$ cat src/core/fmr_pkg.sv
package fmr_pkg;

    // register indices inside one chip; byte address is four times the index
    localparam logic [3:0] IDX_DATA    = 4'h0;
    localparam logic [3:0] IDX_RAMX_LO = 4'h2;
    localparam logic [3:0] IDX_HSHAKE  = 4'h4;
    localparam logic [3:0] IDX_ENERGY  = 4'h5;
    localparam logic [3:0] IDX_DETECT  = 4'h7;
    localparam logic [3:0] IDX_DTMF    = 4'ha;
    localparam logic [3:0] IDX_TONE    = 4'hb;
    localparam logic [3:0] IDX_ANALOG  = 4'hc;
    localparam logic [3:0] IDX_EQ_RAMW = 4'hd;
    localparam logic [3:0] IDX_TXIRQ   = 4'he;
    localparam logic [3:0] IDX_ACCESS  = 4'hf;

    // bus address: bit 6 selects chip 0, bits 5:2 the index
    localparam int ADDR_W   = 8;
    localparam int CHIP_BIT = 6;

    // field positions
    localparam int B_IA     = 7;
    localparam int B_EYE    = 6;
    localparam int B_PATH   = 3;
    localparam int B_IE     = 2;
    localparam int B_AUDIO  = 1;
    localparam int B_MDA    = 0;
    localparam int B_PDM    = 7;
    localparam int B_FREEZE = 1;
    localparam int B_RAMW   = 0;
    localparam int B_RXO    = 7;
    localparam int B_SETUP  = 6;
    localparam int B_HDLC_FLAG_DETECT_ENABLE   = 5;
    localparam int B_LEVEL  = 1;
    localparam int B_FR1    = 5;
    localparam int B_PN     = 6;
    localparam int B_FLAG   = 5;
    localparam int B_RING   = 4;
    localparam int B_CARRIER_DETECT_STATUS   = 0;
    localparam int B_FED    = 6;
    localparam int B_P2     = 2;
    localparam int B_PARALLEL_CLEAR_TO_SEND   = 1;

    // bus responses
    localparam logic [1:0] RESP_OKAY   = 2'b00;
    localparam logic [1:0] RESP_SLVERR = 2'b10;

    // ring debounce length in cycles
    localparam int DEBOUNCE_CYCLES = 1000;

    // transmit output routing
    typedef enum logic [1:0] {
        PATH_MODEM,
        PATH_AUX,
        PATH_SUM,
        PATH_SQUELCH
    } fmr_path_e;

    // analog section settings, applied together
    typedef struct packed {
        logic      eye;
        logic      rx_ground;
        logic      audio;
        fmr_path_e path;
        logic [3:0] atten;
    } fmr_analog_s;

    localparam fmr_analog_s ANALOG_RST = '{1'b0, 1'b0, 1'b0, PATH_SUM, 4'h0};

    // detector results from the signal-processing core
    typedef struct packed {
        logic [2:0] tone;
        logic [7:0] dtmf;
        logic       pn_detect;
        logic       pn_start;
        logic       pn_end;
        logic       p2_detect;
        logic       flag_event;
        logic       carrier_n;
        logic       energy_n;
        logic       group2_tx;
        logic [7:0] ram_x_low;
    } fmr_stat_s;

endpackage

$ cat src/core/fmr_debounce.sv
`timescale 1ns/100ps
`default_nettype none
module fmr_debounce
    import fmr_pkg::*;
#(
    parameter int CYCLES = DEBOUNCE_CYCLES
) (
    // clock and reset
    input  wire logic aclk,
    input  wire logic aresetn,
    // level in and filtered level out
    input  wire logic raw,
    output var  logic stable
);

    localparam int CW = $clog2(CYCLES + 1);

    logic [CW-1:0] count;

    // the output follows only after the input held a new level for CYCLES
    always_ff @(posedge aclk) begin
        if (!aresetn) begin
            count  <= '0;
            stable <= 1'b0;
        end else if (raw == stable) begin
            count <= '0;
        end else if (count == CW'(CYCLES - 1)) begin
            count  <= '0;
            stable <= raw;
        end else begin
            count <= count + 1'b1;
        end
    end

endmodule
`default_nettype wire

$ cat src/core/fmr_regbank.sv
`timescale 1ns/100ps
`default_nettype none
module fmr_regbank
    import fmr_pkg::*;
#(
    parameter int RING_DEBOUNCE = DEBOUNCE_CYCLES
) (
    // clock and reset
    input  wire logic              aclk,
    input  wire logic              aresetn,
    // axi4-lite write address and data
    input  wire logic [ADDR_W-1:0] awaddr,
    input  wire logic              awvalid,
    output var  logic              awready,
    input  wire logic [31:0]       wdata,
    input  wire logic [3:0]        wstrb,
    input  wire logic              wvalid,
    output var  logic              wready,
    // axi4-lite write response
    output var  logic [1:0]        bresp,
    output var  logic              bvalid,
    input  wire logic              bready,
    // axi4-lite read
    input  wire logic [ADDR_W-1:0] araddr,
    input  wire logic              arvalid,
    output var  logic              arready,
    output var  logic [31:0]       rdata,
    output var  logic [1:0]        rresp,
    output var  logic              rvalid,
    input  wire logic              rready,
    // core data exchange
    input  wire logic              core_wr0,
    input  wire logic              core_rd0,
    input  wire logic [7:0]        core_din0,
    input  wire logic              core_wr1,
    input  wire logic [7:0]        core_din1,
    output var  logic [7:0]        host_dout0,
    // core detector results
    input  wire fmr_stat_s         stat,
    // pins from the line side
    input  wire logic              ring_indicate,
    input  wire logic              cts_pin_n,
    // controls to the core and analog section
    output var  fmr_analog_s       analog,
    output var  logic              freeze_equalizer,
    output var  logic              hdlc_flag_detect_enable,
    output var  logic              parallel_data_select,
    output var  logic [6:0]        sample_access_code,
    output var  logic [7:0]        baud_access_code,
    output var  logic              baud_chip_ram_write,
    output var  logic              diag0_req,
    output var  logic              diag1_req,
    // shared interrupt line
    output var  logic              irq_n
);

    // true when the address names a register of this bank
    function automatic logic mapped(input logic [ADDR_W-1:0] a);
        logic [3:0] i;
        i = a[5:2];
        if (a[ADDR_W-1]) begin
            return 1'b0;
        end else if (a[CHIP_BIT]) begin
            return i inside {IDX_DATA, IDX_TXIRQ, IDX_ACCESS};
        end else begin
            return i inside {IDX_DATA, IDX_RAMX_LO, IDX_HSHAKE, IDX_ENERGY,
                IDX_DETECT, IDX_DTMF, IDX_TONE, IDX_ANALOG, IDX_EQ_RAMW,
                IDX_TXIRQ, IDX_ACCESS};
        end
    endfunction

    // true when the address names one given register
    function automatic logic is_reg(input logic [ADDR_W-1:0] a,
                                    input logic c, input logic [3:0] i);
        return a[ADDR_W-1] == 1'b0 && a[CHIP_BIT] == c && a[5:2] == i;
    endfunction

    logic        w_hs;
    logic        r_hs;
    logic        wr_ok;
    logic [7:0]  wb;
    logic        host_rw0;
    logic        host_rd1;
    logic        host_rd_det;
    logic        sample_chip_data_avail;
    logic        baud_chip_data_avail;
    logic        ie0;
    logic        ie1;
    logic        irq0;
    logic        irq1;
    logic        eye;
    fmr_path_e   path;
    logic        audio;
    logic        receive_input_ground;
    logic [3:0]  level;
    logic        setup_pend;
    logic [7:0]  data1;
    logic [1:0]  pin_meta;
    logic [1:0]  pin_sync;
    logic        ring_clean;
    logic        flag_bit;
    logic        pn_bit;
    logic        p2_bit;
    logic [2:0]  tone_bits;
    logic [7:0]  dtmf_bits;
    logic        ring_bit;
    logic        parallel_clear_to_send_bit;
    logic        carrier_detect_status_bit;
    logic        fed_bit;
    logic [7:0]  next_rdata;

    // bus handshakes and register strobes
    assign w_hs        = awready & awvalid;
    assign r_hs        = arready & arvalid;
    assign wr_ok       = w_hs & wstrb[0] & mapped(awaddr);
    assign wb          = wdata[7:0];
    assign host_rw0    = (wr_ok & is_reg(awaddr, 1'b1, IDX_DATA))
                       | (r_hs & is_reg(araddr, 1'b1, IDX_DATA));
    assign host_rd1    = r_hs & is_reg(araddr, 1'b0, IDX_DATA);
    assign host_rd_det = r_hs & is_reg(araddr, 1'b0, IDX_DETECT);

    // write address and data are taken together, one write at a time
    always_ff @(posedge aclk) begin
        if (!aresetn) begin
            awready <= 1'b0;
            wready  <= 1'b0;
        end else begin
            awready <= awvalid & wvalid & ~awready & ~bvalid;
            wready  <= awvalid & wvalid & ~awready & ~bvalid;
        end
    end

    // write response, error for an unmapped address
    always_ff @(posedge aclk) begin
        if (!aresetn) begin
            bvalid <= 1'b0;
            bresp  <= RESP_OKAY;
        end else if (w_hs) begin
            bvalid <= 1'b1;
            bresp  <= mapped(awaddr) ? RESP_OKAY : RESP_SLVERR;
        end else if (bready) begin
            bvalid <= 1'b0;
        end
    end

    // read address acceptance, one read at a time
    always_ff @(posedge aclk) begin
        if (!aresetn) begin
            arready <= 1'b0;
        end else begin
            arready <= arvalid & ~arready & ~rvalid;
        end
    end

    // read data selection, zero above bit 7 and for holes
    always_comb begin
        next_rdata = 8'h00;
        if (araddr[CHIP_BIT]) begin
            unique case (araddr[5:2])
                IDX_DATA:   next_rdata = host_dout0;
                IDX_TXIRQ:  next_rdata = {irq0, 4'h0, ie0, 1'b0, sample_chip_data_avail};
                IDX_ACCESS: next_rdata = {parallel_data_select, sample_access_code};
                default:    next_rdata = 8'h00;
            endcase
        end else begin
            unique case (araddr[5:2])
                IDX_DATA:    next_rdata = data1;
                IDX_RAMX_LO: next_rdata = stat.ram_x_low;
                IDX_HSHAKE:  next_rdata = {5'h00, p2_bit, parallel_clear_to_send_bit, 1'b0};
                IDX_ENERGY:  next_rdata = {1'b0, fed_bit, 6'h00};
                IDX_DETECT:  next_rdata = {1'b0, pn_bit, flag_bit, ring_bit,
                                           3'h0, carrier_detect_status_bit};
                IDX_DTMF:    next_rdata = dtmf_bits;
                IDX_TONE:    next_rdata = {tone_bits, 5'h00};
                IDX_ANALOG:  next_rdata = {receive_input_ground, setup_pend, hdlc_flag_detect_enable,
                                           level, 1'b0};
                IDX_EQ_RAMW: next_rdata = {6'h00, freeze_equalizer, baud_chip_ram_write};
                IDX_TXIRQ:   next_rdata = {irq1, eye, 1'b0, path, ie1, audio, baud_chip_data_avail};
                IDX_ACCESS:  next_rdata = baud_access_code;
                default:     next_rdata = 8'h00;
            endcase
        end
        if (!mapped(araddr)) begin
            next_rdata = 8'h00;
        end
    end

    // read response holds until the master takes it
    always_ff @(posedge aclk) begin
        if (!aresetn) begin
            rvalid <= 1'b0;
            rresp  <= RESP_OKAY;
            rdata  <= 32'h0000_0000;
        end else if (r_hs) begin
            rvalid <= 1'b1;
            rresp  <= mapped(araddr) ? RESP_OKAY : RESP_SLVERR;
            rdata  <= {24'h00_0000, next_rdata};
        end else if (rready) begin
            rvalid <= 1'b0;
        end
    end

    // chip-0 data register, shared by host and core
    always_ff @(posedge aclk) begin
        if (!aresetn) begin
            host_dout0 <= 8'h00;
        end else if (wr_ok && is_reg(awaddr, 1'b1, IDX_DATA)) begin
            host_dout0 <= wb;
        end else if (core_wr0) begin
            host_dout0 <= core_din0;
        end
    end

    // chip-1 data register, written only by the core
    always_ff @(posedge aclk) begin
        if (!aresetn) begin
            data1 <= 8'h00;
        end else if (core_wr1) begin
            data1 <= core_din1;
        end
    end

    // data-available flags; a core event wins over a host clear
    always_ff @(posedge aclk) begin
        if (!aresetn) begin
            sample_chip_data_avail <= 1'b0;
            baud_chip_data_avail <= 1'b0;
        end else begin
            if (core_wr0 || core_rd0) begin
                sample_chip_data_avail <= 1'b1;
            end else if (host_rw0) begin
                sample_chip_data_avail <= 1'b0;
            end
            if (core_wr1) begin
                baud_chip_data_avail <= 1'b1;
            end else if (host_rd1) begin
                baud_chip_data_avail <= 1'b0;
            end
        end
    end

    // chip-0 interrupt enable, parallel mode and access code
    always_ff @(posedge aclk) begin
        if (!aresetn) begin
            ie0                  <= 1'b0;
            parallel_data_select <= 1'b0;
            sample_access_code   <= 7'h00;
        end else if (wr_ok && awaddr[CHIP_BIT]) begin
            if (awaddr[5:2] == IDX_TXIRQ) begin
                ie0 <= wb[B_IE];
            end
            if (awaddr[5:2] == IDX_ACCESS) begin
                parallel_data_select <= wb[B_PDM];
                sample_access_code   <= wb[6:0];
            end
        end
    end

    // chip-1 control fields written by the host
    always_ff @(posedge aclk) begin
        if (!aresetn) begin
            ie1                     <= 1'b0;
            eye                     <= ANALOG_RST.eye;
            path                    <= ANALOG_RST.path;
            audio                   <= ANALOG_RST.audio;
            receive_input_ground                     <= ANALOG_RST.rx_ground;
            level                   <= ANALOG_RST.atten;
            hdlc_flag_detect_enable <= 1'b0;
            freeze_equalizer        <= 1'b0;
            baud_chip_ram_write     <= 1'b0;
            baud_access_code        <= 8'h00;
        end else if (wr_ok && !awaddr[CHIP_BIT]) begin
            unique case (awaddr[5:2])
                IDX_TXIRQ: begin
                    ie1   <= wb[B_IE];
                    eye   <= wb[B_EYE];
                    path  <= fmr_path_e'(wb[B_PATH+:2]);
                    audio <= wb[B_AUDIO];
                end
                IDX_ANALOG: begin
                    receive_input_ground                     <= wb[B_RXO];
                    hdlc_flag_detect_enable <= wb[B_HDLC_FLAG_DETECT_ENABLE];
                    level                   <= wb[B_LEVEL+:4];
                end
                IDX_EQ_RAMW: begin
                    freeze_equalizer    <= wb[B_FREEZE];
                    baud_chip_ram_write <= wb[B_RAMW];
                end
                IDX_ACCESS: baud_access_code <= wb;
                default: ;
            endcase
        end
    end

    // setup strobe: set by the host, applied and cleared one cycle later
    always_ff @(posedge aclk) begin
        if (!aresetn) begin
            setup_pend <= 1'b0;
            analog     <= ANALOG_RST;
        end else begin
            if (setup_pend) begin
                analog.eye       <= eye;
                analog.rx_ground <= receive_input_ground;
                analog.audio     <= audio;
                analog.path      <= path;
                analog.atten     <= level;
            end
            if (wr_ok && is_reg(awaddr, 1'b0, IDX_ANALOG) && wb[B_SETUP]) begin
                setup_pend <= 1'b1;
            end else if (setup_pend) begin
                setup_pend <= 1'b0;
            end
        end
    end

    // diagnostic RAM requests follow an access-code write
    always_ff @(posedge aclk) begin
        if (!aresetn) begin
            diag0_req <= 1'b0;
            diag1_req <= 1'b0;
        end else begin
            // a chip-0 fetch is withheld while parallel mode is chosen
            diag0_req <= wr_ok && is_reg(awaddr, 1'b1, IDX_ACCESS)
                         && !wb[B_PDM];
            // direction comes from the RAM-write bit the host set first
            diag1_req <= wr_ok && is_reg(awaddr, 1'b0, IDX_ACCESS);
        end
    end

    // interrupt drive per chip and the shared active-low line
    always_ff @(posedge aclk) begin
        if (!aresetn) begin
            irq0  <= 1'b0;
            irq1  <= 1'b0;
            irq_n <= 1'b1;
        end else begin
            irq0  <= ie0 & sample_chip_data_avail;
            irq1  <= ie1 & baud_chip_data_avail;
            irq_n <= ~((ie0 & sample_chip_data_avail) | (ie1 & baud_chip_data_avail));
        end
    end

    // two-flop synchronisers for the ring and clear-to-send pins
    always_ff @(posedge aclk) begin
        if (!aresetn) begin
            pin_meta <= 2'b10;
            pin_sync <= 2'b10;
        end else begin
            pin_meta <= {cts_pin_n, ring_indicate};
            pin_sync <= pin_meta;
        end
    end

    // ring filter: level must hold steady before it is believed
    fmr_debounce #(
        .CYCLES (RING_DEBOUNCE)
    ) u_ring (
        .aclk    (aclk),
        .aresetn (aresetn),
        .raw     (pin_sync[0]),
        .stable  (ring_clean)
    );

    // level status bits sampled from the core and pins
    always_ff @(posedge aclk) begin
        if (!aresetn) begin
            ring_bit  <= 1'b0;
            parallel_clear_to_send_bit  <= 1'b0;
            carrier_detect_status_bit  <= 1'b1;
            fed_bit   <= 1'b1;
            tone_bits <= 3'h0;
            dtmf_bits <= 8'h00;
        end else begin
            ring_bit  <= ring_clean;
            parallel_clear_to_send_bit  <= ~pin_sync[1];
            carrier_detect_status_bit  <= stat.carrier_n;
            fed_bit   <= stat.energy_n | stat.group2_tx;
            // first detector is off in group 2 transmit
            tone_bits <= {stat.tone[2:1], stat.tone[0] & ~stat.group2_tx};
            dtmf_bits <= stat.dtmf;
        end
    end

    // sequence bits: detection clears, sequence boundary sets
    always_ff @(posedge aclk) begin
        if (!aresetn) begin
            pn_bit <= 1'b1;
            p2_bit <= 1'b1;
        end else begin
            if (stat.pn_detect) begin
                pn_bit <= 1'b0;
            end else if (stat.pn_end) begin
                pn_bit <= 1'b1;
            end
            if (stat.p2_detect) begin
                p2_bit <= 1'b0;
            end else if (stat.pn_start) begin
                p2_bit <= 1'b1;
            end
        end
    end

    // flag status: held until read, cleared while flag detect is disabled, a new flag wins over the read
    always_ff @(posedge aclk) begin
        if (!aresetn) begin
            flag_bit <= 1'b0;
        end else if (!hdlc_flag_detect_enable) begin
            flag_bit <= 1'b0;
        end else if (stat.flag_event) begin
            flag_bit <= 1'b1;
        end else if (host_rd_det) begin
            flag_bit <= 1'b0;
        end
    end

endmodule
`default_nettype wire

$ cat config.mk
export PLATFORM = sky130hd
export DESIGN_NAME = fmr_regbank
export DESIGN_NICKNAME = d
export VERILOG_FILES = /design/src/core/fmr_pkg.sv /design/src/core/fmr_debounce.sv /design/src/core/fmr_regbank.sv
export SDC_FILE = /design/constraint.sdc
export NUM_CORES = 1
export LEC_CHECK = 0
export BUFFER_PORTS_ARGS = -buffer_cell sky130_fd_sc_hd__buf_4
export CAP_MARGIN = 15
export CORE_ASPECT_RATIO = 1.2
export CORE_MARGIN = 4
export CORE_UTILIZATION = 50
export DETAILED_ROUTE_END_ITERATION = 16
export GPL_TIMING_DRIVEN = 0
export PLACE_DENSITY = 0.8
export REMOVE_ABC_BUFFERS = 1
export SLEW_MARGIN = 20
export SYNTH_ARGS = -nofsm -noshare
export SYNTH_HDL_FRONTEND = slang
export SYNTH_SLANG_ARGS = --single-unit
$ cat constraint.sdc
create_clock -name aclk -period 2 [get_ports aclk]
set_clock_uncertainty 0.15 [all_clocks]
set_input_delay 0.4 -clock aclk [delete_from_list [all_inputs] [get_ports aclk]]
set_output_delay 0.4 -clock aclk [all_outputs]
set_load 0.02 [all_outputs]
==> flow_summary.ini <==
[worst_setup_path]
crit_required_ns = 2.10
critPathKind = reg2reg
worst-endpoint-arrival_ns = 2.04
timing.critical_path.from_type = flop
timing.critical_path.to_type = flop
critical_path.slowest_cell = sky130_fd_sc_hd__nor3_1
largest_delay_contributor_family_on_the_critical_path = simple AND/OR/NAND/NOR gates
crit_chain = and3b_2 > nand3_2 > nor3_1 > mux2i_1 > nor2b_1
critical_path_buf_inv_count = 0
crit_path_max_incr_delay_ns = 0.60
timing.critical_path.fanout_max = 5

[final_layout]
syn_to_final_growth_pct = 24.31
layout_cell_share_with_drive_strength_beyond_1 = 0.2698
final_common_cell = sky130_fd_sc_hd__buf_4
n_antenna_cell = 0
post_layout_nonfiller_instances = 771
finish.net_count = 748
most-common-layout-cells = sky130_fd_sc_hd__buf_4, sky130_fd_sc_hd__dfxtp_1, sky130_fd_sc_hd__nor2b_1
post-route-cell-area_sq_um = 6430

[power_and_ir_drop]
cell_pwr_density_nw_per_um2 = 731.8
peak_ir_drop_on_the_vdd_network_mv = 0.3735
leakagePower_nw = 2.730

[global_route]
antenna_found_initial = 0
grt_pass1_wl_microns = 20630
grt_max_degree = 102
grt_util_all_layers = 0.2179
grt_remaining_overflow = 0
number_of_global_route_vias_before_repair = 4021

[routing]
drc = 0
starting_drc_count_in_detailed_routing = 219
post_dr_vias_cell = 5.502
dr_total_vias = 4242
ant_nets = 0
drt_pass_1_iters = 4
postRouteWirelength_microns = 13460
drt-wirelength-per-cell_microns = 17.46

[flow_run]
timing.max_cap.violations = 0

[placed_design]
post_detail_place_hpwl_microns = 9705
i_o_buffers = 129
post_place_cells = 747
post-place-ws_ns = -0.5731
gpl.final_weighted_congestion = 0.8501
dpl_cell_area_sq_um = 6020

[synth]
area_fraction_of_the_dominant_cell_type_after_synthesis = 0.4257
syn-instance-count = 530
number_of_enable_type_register_cells_in_the_synthesized_netlist = 0
synth.cell_area_sq_um = 5172
synth-warning-count = 0
post-synth-top-area-cell = sky130_fd_sc_hd__dfxtp_1
synthesis.area_per_instance_sq_um = 9.759
synth_cell_type_count = 69
asyncSetResetFlopFracSynth = 0
synth_seq_area_share = 0.4257
synth_flop_cell = sky130_fd_sc_hd__dfxtp_1
yosys_register_bits = 110
synth_area_leaders = sky130_fd_sc_hd__dfxtp_1, sky130_fd_sc_hd__mux2i_1, sky130_fd_sc_hd__nor2b_1, sky130_fd_sc_hd__buf_4, sky130_fd_sc_hd__mux2_2

[sta]
hold_slack_ns = 0.08177
relSlewSlack = 0.4483
finalSetupViolCount = 0
hold_viol = 0
setup_ws_ns = 0.05918
report.final.slew_viol_count = 0
max_freq_ghz = 0.5152
tightest_slew_ns = 0.8275
finalCriticalPeriod_ns = 1.941
timing.final.crit_share = 0.9704

[status]
run_status = complete, no violations

[clock_network]
clock_insertion_delay_worst_skew_ns = 0.35
cts.sink_count = 110
clock_tree_from_tritoncts = built
ctsHoldBuffers = 0
cts_htree_levels = 3
cts_buffers = 9
cts.path.max_buffers = 2
clock_pin_slew_on_the_worst_setup_and_hold_paths_ns = 0.07
clk_root_buffer_cell = sky130_fd_sc_hd__clkbuf_16

[die]
initial_utilization = 0.5142
std_cell_rows = 40
die_height_microns = 119.4
floorplan.die_area_sq_um = 12040
pin_count = 187
fp.coreArea_sq_um = 10060
floorplan.die.width_microns = 100.9

[min_path]
holdCritPathClass = in2reg
## cells by family after synthesis
| kind of cell | after synthesis | share of synthesized area |
|---|---|---|
| fa+ha+maj | 1 | 0.002419 |
| simple gates | 191 | 0.2216 |
| xor+xnor | 9 | 0.01524 |
| buf+inv | 68 | 0.07571 |
| mux | 72 | 0.1439 |
| compound gates | 78 | 0.1147 |
| other cells | 1 | 0.0007250 |
| flops | 110 | 0.4257 |
## stage by stage
step	utilization	power, mW	TNS (ns)
after floorplan	-	2.539	0
after global placement	0.5984	2.803	-6.203
after detailed placement	0.5984	2.815	-7.825
after CTS	0.6310	4.724	0
after global routing	0.6392	4.871	-0.05100
final	0.6392	4.705	0
## state kept, by name, summed over array words and instances, names as in the netlist, 2 cells and up
signal              cells
u_ring.count           10
host_dout0              8
pin_sync                2
tone_bits               3
level                   4
sample_access_code      7
data1                   8
analog                  9
dtmf_bits               8
baud_access_code        8
pin_meta                2
path                    2
rdata                   8
## synth_stat cells, types with 9 or more instances
library cell / number
sky130_fd_sc_hd__nand2_1: 27
sky130_fd_sc_hd__nor2_1: 22
sky130_fd_sc_hd__mux2_2: 9
sky130_fd_sc_hd__buf_4: 33
sky130_fd_sc_hd__dfxtp_1: 110
sky130_fd_sc_hd__mux2i_1: 62
sky130_fd_sc_hd__clkbuf_1: 19
sky130_fd_sc_hd__buf_2: 10
sky130_fd_sc_hd__and2_1: 16
sky130_fd_sc_hd__o21ai_0: 10
sky130_fd_sc_hd__nand3_1: 12
sky130_fd_sc_hd__a21oi_1: 15
sky130_fd_sc_hd__nor2b_1: 63
## final cells by class
class	count	area [sq um]
well taps	126	157.7
clock buffers	11	242.7
clock inverters	5	81.33
repair buffers	137	1041
inverters	5	18.77
flip-flops and latches	110	2202
multi-input cells	377	2686
fillers	879	3630
## what timing repair did
item	CTS	global route
pin swaps	0	1
setup buffers	0	8
endpoints found under the setup margin	9	14
gates resized for setup	2	3
## metal layers
metal	vias to the layer above	share of wire	global-route usage
li1	2051	-	-
met1	1982	0.40	0.2661
met2	184	0.49	0.3521
met3	25	0.085	0.05390
met4	0	0.027	0.1087
met5	-	0	0
## worst paths after layout
kind,slack [ns],from,to,depth (start not counted)
max,0.06,wready,baud_chip_ram_write,5
min,0.08,cts_pin_n,pin_meta[1],2
max reg2reg,0.06,wready,baud_chip_ram_write,5
min reg2reg,0.24,pin_sync[1],parallel_clear_to_send_bit,1
## report_power, final
part	switching, mW	internal [mW]	total (mW)	leakage [nW]
combinational	0.276	0.228	0.504	1.68
clock	0.799	1.13	1.93	0.156
sequential	0.0287	2.24	2.27	0.896
Power figures use the tool's default switching activity.
